<file path="config.mk">
export PLATFORM = sky130hd
export DESIGN_NAME = bcs_top
export DESIGN_NICKNAME = d
export VERILOG_FILES = /design/src/core/bcs_sync.v /design/src/core/bcs_top.v
export VERILOG_INCLUDE_DIRS = /design/src /design/src/core
export SDC_FILE = /design/constraint.sdc
export NUM_CORES = 1
export LEC_CHECK = 0
export BUFFER_PORTS_ARGS = -buffer_cell sky130_fd_sc_hd__clkbuf_2
export CORE_UTILIZATION = 45
export CTS_CLUSTER_SIZE = 16
export DETAILED_ROUTE_END_ITERATION = 16
export GPL_ROUTABILITY_DRIVEN = 0
export SETUP_SLACK_MARGIN = 0.02
export SLEW_MARGIN = 20
export SYNTH_ARGS = -nofsm -noshare
export SYNTH_HDL_FRONTEND = slang
export SYNTH_SLANG_ARGS = --single-unit
</file>
<file path="constraint.sdc">
create_clock -name CLK_IN -period 12.74 [get_ports CLK_IN]
set_input_delay 1.274 -clock CLK_IN [delete_from_list [all_inputs] [get_ports CLK_IN]]
set_output_delay 1.274 -clock CLK_IN [all_outputs]
set_load 0.01 [all_outputs]
</file>
<file path="src/core/bcs_map.vh">
// Purpose: constants for the boot channel select and bit time detect block
// Assumes: 200 MHz core clock
// Notes: all figures in cycles unless named otherwise
`ifndef BCS_MAP_VH
`define BCS_MAP_VH
`define BCS_CFG_ADDR 24'h001FFC
`define BCS_CFG_ALL_ZERO 16'h0000
`define BCS_CFG_ALL_ONE 16'hFFFF
`define BCS_SEL_BOTH 8'h03
`define BCS_SEL_UART 8'h01
`define BCS_SEL_CAN 8'h02
`define BCS_SEL_UART_BIT 0
`define BCS_SEL_CAN_BIT 1
`define BCS_CAN_RECESSIVE_STOP 3'h5
`define BCS_CAN_BIT_SPAN 24'h00001D
`define BCS_MAX_ERR_TICKS 6
`define BCS_TMR_W 24
`endif

</file>
<file path="src/core/bcs_sync.v">
// Purpose: two flop synchroniser for the receive pins
// Assumes: line idles high
// Notes: first flop is read only by the second
`timescale 1ns/10ps
module bcs_sync (
  input wire CLK_IN,     // core clock
  input wire RST_N_IN,   // async reset, active low
  input wire D_IN,       // asynchronous pin
  output reg Q_OUT       // synchronised level
);
  reg meta_q;
  always @(posedge CLK_IN or negedge RST_N_IN) begin
    if (!RST_N_IN) begin
      meta_q <= 1'b1;
      Q_OUT <= 1'b1;
    end else begin
      meta_q <= D_IN;
      Q_OUT <= meta_q;
    end
  end
endmodule

</file>
<file path="src/core/bcs_top.v">
// Purpose: boot channel selection and host bit time measurement
// Assumes: config word is fetched through a simple read port; pins idle high
// Notes: timer resolution is one core clock
//   can wins when both armed lines fall in the same cycle
//   pins pass two flops, so each edge is seen two cycles late; both ends of a span shift alike
//   the timer saturates instead of wrapping when a line stays low
//   counts are exact, well inside the 6 tick polling error budget
//   the config word is fetched only when the signature check fails
//   the can divide by 29 is one wide combinational path, used once per session
//   selections and results stand until the next reset
// Contract
// - in boot mode both receive lines are watched and a low level starts the timer, a high level stops it.
// - the zero frame shows as five runs of 5 dominant and 1 recessive, then 4D, 1R, 1D and 11R.
// - on CAN the timer runs from the first dominant edge to the fifth recessive bit, spanning 29 bit times.
// - the timer counts one core cycle per tick and the result carries at most 6 ticks of error.
// - a start of frame low on the CAN line selects the CAN loader, otherwise the UART line is awaited.
// - when no alternate boot signature is good, the configuration word at 00'1FFCh is read again.
// - a word of 0000h or FFFFh falls back to the standard boot watching both channels.
// - otherwise the high byte is ignored, bit 0 arms the UART line and bit 1 arms the CAN line.
// - low byte 03 arms both, 01 the UART only, 02 the CAN only, and any other value hangs forever.
`timescale 1ns/10ps
`include "bcs_map.vh"
module bcs_top (
  input wire CLK_IN,                       // core clock, 200 MHz
  input wire RST_N_IN,                     // async reset, active low
  input wire BOOT_START_IN,                // pulse: enter boot loader mode
  input wire SIG_OK_IN,                    // level: alternate boot signature good
  input wire UART_RX_LINE_IN,              // uart receive pin
  input wire CAN_RX_LINE_IN,               // can receive pin
  output reg CFG_RD_REQ_OUT,               // config word read request
  output wire [23:0] CFG_RD_ADDR_OUT,      // config word address
  input wire CFG_RD_ACK_IN,                // pulse: read data valid
  input wire [15:0] CFG_RD_DATA_IN,        // config word
  output reg SEL_UART_OUT,                 // uart channel selected
  output reg SEL_CAN_OUT,                  // can channel selected
  output reg DONE_OUT,                     // measurement complete
  output reg HANG_OUT,                     // invalid config, endless loop
  output reg [`BCS_TMR_W-1:0] TICKS_OUT,   // measured interval in core cycles
  output reg [`BCS_TMR_W-1:0] BIT_TIME_OUT // derived bit time in core cycles
);
  // ==========================================================
  // states
  localparam [6:0] ST_IDLE = 7'h01;
  localparam [6:0] ST_READ = 7'h02;
  localparam [6:0] ST_WAIT = 7'h04;
  localparam [6:0] ST_UART = 7'h08;
  localparam [6:0] ST_CAN = 7'h10;
  localparam [6:0] ST_DONE = 7'h20;
  localparam [6:0] ST_HANG = 7'h40;
  localparam [`BCS_TMR_W-1:0] SPAN = `BCS_CAN_BIT_SPAN;

  reg [6:0] state_q;
  reg arm_uart_q;
  reg arm_can_q;
  reg can_prev_q;
  reg [2:0] rec_cnt_q;
  reg [`BCS_TMR_W-1:0] tmr_q;

  // synchronised pin levels
  wire [1:0] line_raw;
  wire [1:0] line_s;
  wire uart_s;
  wire can_s;
  wire can_rise;
  wire can_last;
  wire tmr_max;
  wire [`BCS_TMR_W-1:0] tmr_inc;

  // config word decode results
  reg cfg_valid;
  reg cfg_arm_uart;
  reg cfg_arm_can;

  assign CFG_RD_ADDR_OUT = `BCS_CFG_ADDR;

  // ==========================================================
  // pin synchronisers
  // bit 0 carries the uart line, bit 1 the can line
  assign line_raw = {CAN_RX_LINE_IN, UART_RX_LINE_IN};
  genvar gi;
  generate
    for (gi = 0; gi < 2; gi = gi + 1) begin : g_sync
      bcs_sync u_sync (
        .CLK_IN(CLK_IN),
        .RST_N_IN(RST_N_IN),
        .D_IN(line_raw[gi]),
        .Q_OUT(line_s[gi])
      );
    end
  endgenerate
  assign uart_s = line_s[0];
  assign can_s = line_s[1];

  // ==========================================================
  // config word decode
  always @* begin
    cfg_valid = 1'b0;
    cfg_arm_uart = 1'b0;
    cfg_arm_can = 1'b0;
    if (CFG_RD_DATA_IN == `BCS_CFG_ALL_ZERO || CFG_RD_DATA_IN == `BCS_CFG_ALL_ONE) begin
      // standard boot: both channels
      cfg_valid = 1'b1;
      cfg_arm_uart = 1'b1;
      cfg_arm_can = 1'b1;
    end else if (CFG_RD_DATA_IN[7:0] == `BCS_SEL_BOTH ||
                 CFG_RD_DATA_IN[7:0] == `BCS_SEL_UART ||
                 CFG_RD_DATA_IN[7:0] == `BCS_SEL_CAN) begin
      // high byte plays no part here
      cfg_valid = 1'b1;
      cfg_arm_uart = CFG_RD_DATA_IN[`BCS_SEL_UART_BIT];
      cfg_arm_can = CFG_RD_DATA_IN[`BCS_SEL_CAN_BIT];
    end
  end

  // ==========================================================
  // timer step and can edge detect
  // saturate rather than wrap, so a line stuck low never reports a short interval
  assign tmr_max = &tmr_q;
  assign tmr_inc = tmr_max ? tmr_q : tmr_q + {{(`BCS_TMR_W-1){1'b0}}, 1'b1};
  // a rising edge ends each dominant run; the fifth one is the stop point
  assign can_rise = can_s && !can_prev_q;
  assign can_last = can_rise && (rec_cnt_q == `BCS_CAN_RECESSIVE_STOP - 3'h1);

  // ==========================================================
  // control
  always @(posedge CLK_IN or negedge RST_N_IN) begin
    if (!RST_N_IN) begin
      state_q <= ST_IDLE;
      arm_uart_q <= 1'b0;
      arm_can_q <= 1'b0;
      can_prev_q <= 1'b1;
      rec_cnt_q <= 3'h0;
      tmr_q <= {`BCS_TMR_W{1'b0}};
      CFG_RD_REQ_OUT <= 1'b0;
      SEL_UART_OUT <= 1'b0;
      SEL_CAN_OUT <= 1'b0;
      DONE_OUT <= 1'b0;
      HANG_OUT <= 1'b0;
      TICKS_OUT <= {`BCS_TMR_W{1'b0}};
      BIT_TIME_OUT <= {`BCS_TMR_W{1'b0}};
    end else begin
      can_prev_q <= can_s;
      case (state_q)
        ST_IDLE: begin
          if (BOOT_START_IN) begin
            if (SIG_OK_IN) begin
              // standard boot: both channels
              arm_uart_q <= 1'b1;
              arm_can_q <= 1'b1;
              state_q <= ST_WAIT;
            end else begin
              CFG_RD_REQ_OUT <= 1'b1;
              state_q <= ST_READ;
            end
          end
        end
        ST_READ: begin
          if (CFG_RD_ACK_IN) begin
            CFG_RD_REQ_OUT <= 1'b0;
            if (cfg_valid) begin
              arm_uart_q <= cfg_arm_uart;
              arm_can_q <= cfg_arm_can;
              state_q <= ST_WAIT;
            end else begin
              HANG_OUT <= 1'b1;
              state_q <= ST_HANG;
            end
          end
        end
        ST_WAIT: begin
          tmr_q <= {`BCS_TMR_W{1'b0}};
          rec_cnt_q <= 3'h0;
          // can checked first, so it wins a tie
          if (arm_can_q && !can_s) begin
            SEL_CAN_OUT <= 1'b1;
            tmr_q <= {{(`BCS_TMR_W-1){1'b0}}, 1'b1};
            state_q <= ST_CAN;
          end else if (arm_uart_q && !uart_s) begin
            SEL_UART_OUT <= 1'b1;
            tmr_q <= {{(`BCS_TMR_W-1){1'b0}}, 1'b1};
            state_q <= ST_UART;
          end
        end
        ST_UART: begin
          if (uart_s) begin
            TICKS_OUT <= tmr_q;
            BIT_TIME_OUT <= tmr_q;
            DONE_OUT <= 1'b1;
            state_q <= ST_DONE;
          end else begin
            tmr_q <= tmr_inc;
          end
        end
        ST_CAN: begin
          if (can_last) begin
            TICKS_OUT <= tmr_q;
            BIT_TIME_OUT <= tmr_q / SPAN;
            DONE_OUT <= 1'b1;
            state_q <= ST_DONE;
          end else begin
            if (can_rise) begin
              rec_cnt_q <= rec_cnt_q + 3'h1;
            end
            tmr_q <= tmr_inc;
          end
        end
        ST_DONE: begin
          state_q <= ST_DONE;
        end
        ST_HANG: begin
          state_q <= ST_HANG;
        end
        default: begin
          state_q <= ST_IDLE;
        end
      endcase
    end
  end
endmodule

</file>
==> qor.yml <==
timing:
  worst_pin_slew_ps: 1020
  setup_viol: 0
  max_freq_mhz: 82.5
  fin_worst_skew_ps: 14.2
  relSlewSlack: 0.321
  slew_viol_final: 0
  worst_slack_ps: 624
  fin_crit_sh: 0.951
  hold_viol_final: 0
  period_minus_slack_ps: 12120
cells_and_area:
  antennaDiodeCount: 0
  syn_to_final_growth_pct: 12.5
  layout.cells.non_filler: 1516
  post-route-util: 0.521
  fin_nets: 1271
  drive_above_1_share: 0.225
power_and_ir_drop:
  power.internal_uw: 519
  irDropWorstVdd_mv: 0.101
  switchingPower_uw: 264
  pwr-share-seq: 0.448
  switching_share: 0.337
  p_per_area_nw_per_um2: 73.6
  power.total_uw: 783
  clkPwrFrac: 0.353
  combPwrFrac: 0.199
  power.leakage_uw: 0.00413
global_routing:
  antenna_found_initial: 0
  grt_pass1_vias: 8375
  grt_use_total: 0.235
  grt_pass1_wl_um: 42200
  grt.overflow.total: 0
  grt_max_degree: 92
synthesis:
  synth_area_leaders: "dfrtp_1 (23%), nand2_1 (4.7%), nor2_1 (4.2%)"
  syn_inst: 1183
  synth-main-ff-cell: "dfrtp_1"
  synth_largest_area_cell: "dfrtp_1"
  async_flop_share: 1.00
  synth.distinct_cells: 127
  ys_ff_latch: 94
  synth_area_um2: 9460
  synth_most_common_cell: "nand2_1"
  synth.top_cell.area_share: 0.233
  synth_area_per_cell_um2: 8.00
  synthTopCellsByCount: "nand2_1 (119), nor2_1 (105), dfrtp_1 (88)"
  synth_edf_count: 0
  yosysSeqAreaShare: 0.249
  ys_warn_count: 0
floorplan:
  initial_core_util: 0.463
  num_io_pins: 100
  die_h_um: 147
  die_area_um2: 21600
  die_x_um: 147
  rows: 52
  coreArea_um2: 20400
clock_network:
  clkTransAtPathRegs_ps: 80
  cts-root-buf: "clkbuf_16"
  cts_tree: "built"
  cts_max_level: 3
  clock_sinks: 94
  clock_latency_ps: 360
  clock_path_buffers: 2
  numCtsBuffers: 9
run_status:
  status: "finished clean"
route:
  num_vias: 9289
  via_per_inst: 6.13
  drc_errors: 0
  wire_per_inst_um: 16.7
  drtPass1Iterations: 5
  routed_wl_um: 25400
  ant_nets: 0
  drt_first_iter_violations: 601
setup_path:
  critPathArrivalTime_ps: 12320
  worst-setup-path-type: "reg2reg"
  crit_required_ps: 12950
  worst-path-max-fanout: 11
  end_kind: "flop"
  max_stage_delay_ps: 480
  cp_common_cell: "nor2_1"
  start_kind: "flop"
  cp_slowest_cell: "dfrtp_2"
placement:
  place_hpwl_um: 18300
  placedCellCount: 1489
  place_ws_ps: 309
  portBuffers: 75
job:
  drv_cap: 0
hold_path:
  min_path_type: "reg2reg"
==> layout by cell type (no fill, tap or decap), types with 16 or more instances in the layout <==
master    instances
a21oi_1          67
a31oi_1          24
and3_1           20
buf_4            42
clkbuf_2         74
conb_1           24
dfrtp_1          82
inv_1            24
mux2_2           17
nand2_1         119
nand3_1          45
nand4_1          16
nor2_1          103
nor3_1           38
o211ai_1         23
o21ai_0          76
xnor2_1          30
==> layer usage <==
metal  global-route usage  vias to the layer above  routed length [um]
met5                    0                        -                   0
met1                0.339                     4370               12000
met3               0.0366                       31                1560
met4               0.0515                        0                 316
met2                0.370                      346               11500
li1                     -                     4542                   -
==> logic make-up (layout without fill, tap and decap cells) <==
| kind of cell | Yosys count | count (layout) | synth area share |
|---|---|---|---|
| adder cells (fa/ha/maj) | 10 | 10 | 0.0126 |
| XOR/XNOR | 51 | 51 | 0.0512 |
| AO/OA/AOI/OAI | 422 | 422 | 0.341 |
| multiplexers | 39 | 39 | 0.0459 |
| AND/OR/NAND/NOR | 443 | 443 | 0.237 |
| flip-flops | 94 | 94 | 0.249 |
| other | 2 | 24 | 0.000794 |
| buffers and inverters | 122 | 163 | 0.0629 |
==> area by class of cell <==
type	instances	area, um2
Clock buffer	10	229
Clock inverter	6	52.6
Fill cell	1973	9790
Inverter	30	116
Multi-Input combinational cell	989	6840
Sequential cell	94	2370
Tap cell	270	338
Timing Repair Buffer	117	697
==> worst max-delay path, delay by kind of cell (launching register included) <==
kind                       cells  cell delay (ps)
AOI/OAI and AO/OA             24             6070
and+or+nand+nor               15             3520
muxes                          2              790
DFF                            1              480
buffers and inverters          3              440
xor gates and xnor gates       2              420
adders and majority gates      1              190
==> timing repair <==
item                                    CTS  global route
setup buffers                             0            11
hold buffers                              0             0
gates resized for setup                   0            47
endpoints found under the setup margin    0             2
==> state kept, by name, indices dropped and copies added (netlist names), 2 cells and up <==
signal and cells:
g_sync.u_sync.Q_OUT 2, rec_cnt_q 3, BIT_TIME_OUT 24, tmr_q 24, state_q 7, g_sync.u_sync.meta_q 2
TICKS_OUT 24
==> final timing paths <==
kind / start / slack, ps / cells after the start / end
worst min register to register: g_sync[1].u_sync.meta_q / 360 / 0 / g_sync[1].u_sync.Q_OUT
max in group asynchronous: RST_N_IN / 10940 / 2 / tmr_q[19]
worst max register to register: tmr_q[22] / 620 / 47 / BIT_TIME_OUT[1]
min in group asynchronous: RST_N_IN / 760 / 1 / TICKS_OUT[4]
worst max-delay path: tmr_q[22] / 620 / 47 / BIT_TIME_OUT[1]
worst min-delay path: g_sync[1].u_sync.meta_q / 360 / 0 / g_sync[1].u_sync.Q_OUT
==> power by group through the flow <==
stage          Combinational, uW  Sequential (uW)  Clock [uW]
6_report                     156              351         276
5_1_grt                      179              356         293
4_1_cts                      158              351         284
3_5_place_dp                 158              356           0
3_3_place_gp                 157              356           0
2_1_floorplan                116              353           0
==> metrics by stage <==
step / hold WS, ps / instance area [um2] / setup TNS (ps)
after floorplan: 345 / 9540 / 0
after global placement: 346 / 10000 / 0
after detailed placement: 348 / 10000 / 0
after CTS: 359 / 10300 / 0
after global routing: 360 / 10600 / -91.2
final: 357 / 10600 / 0
Note: power is estimated with default switching activity, not from simulation.
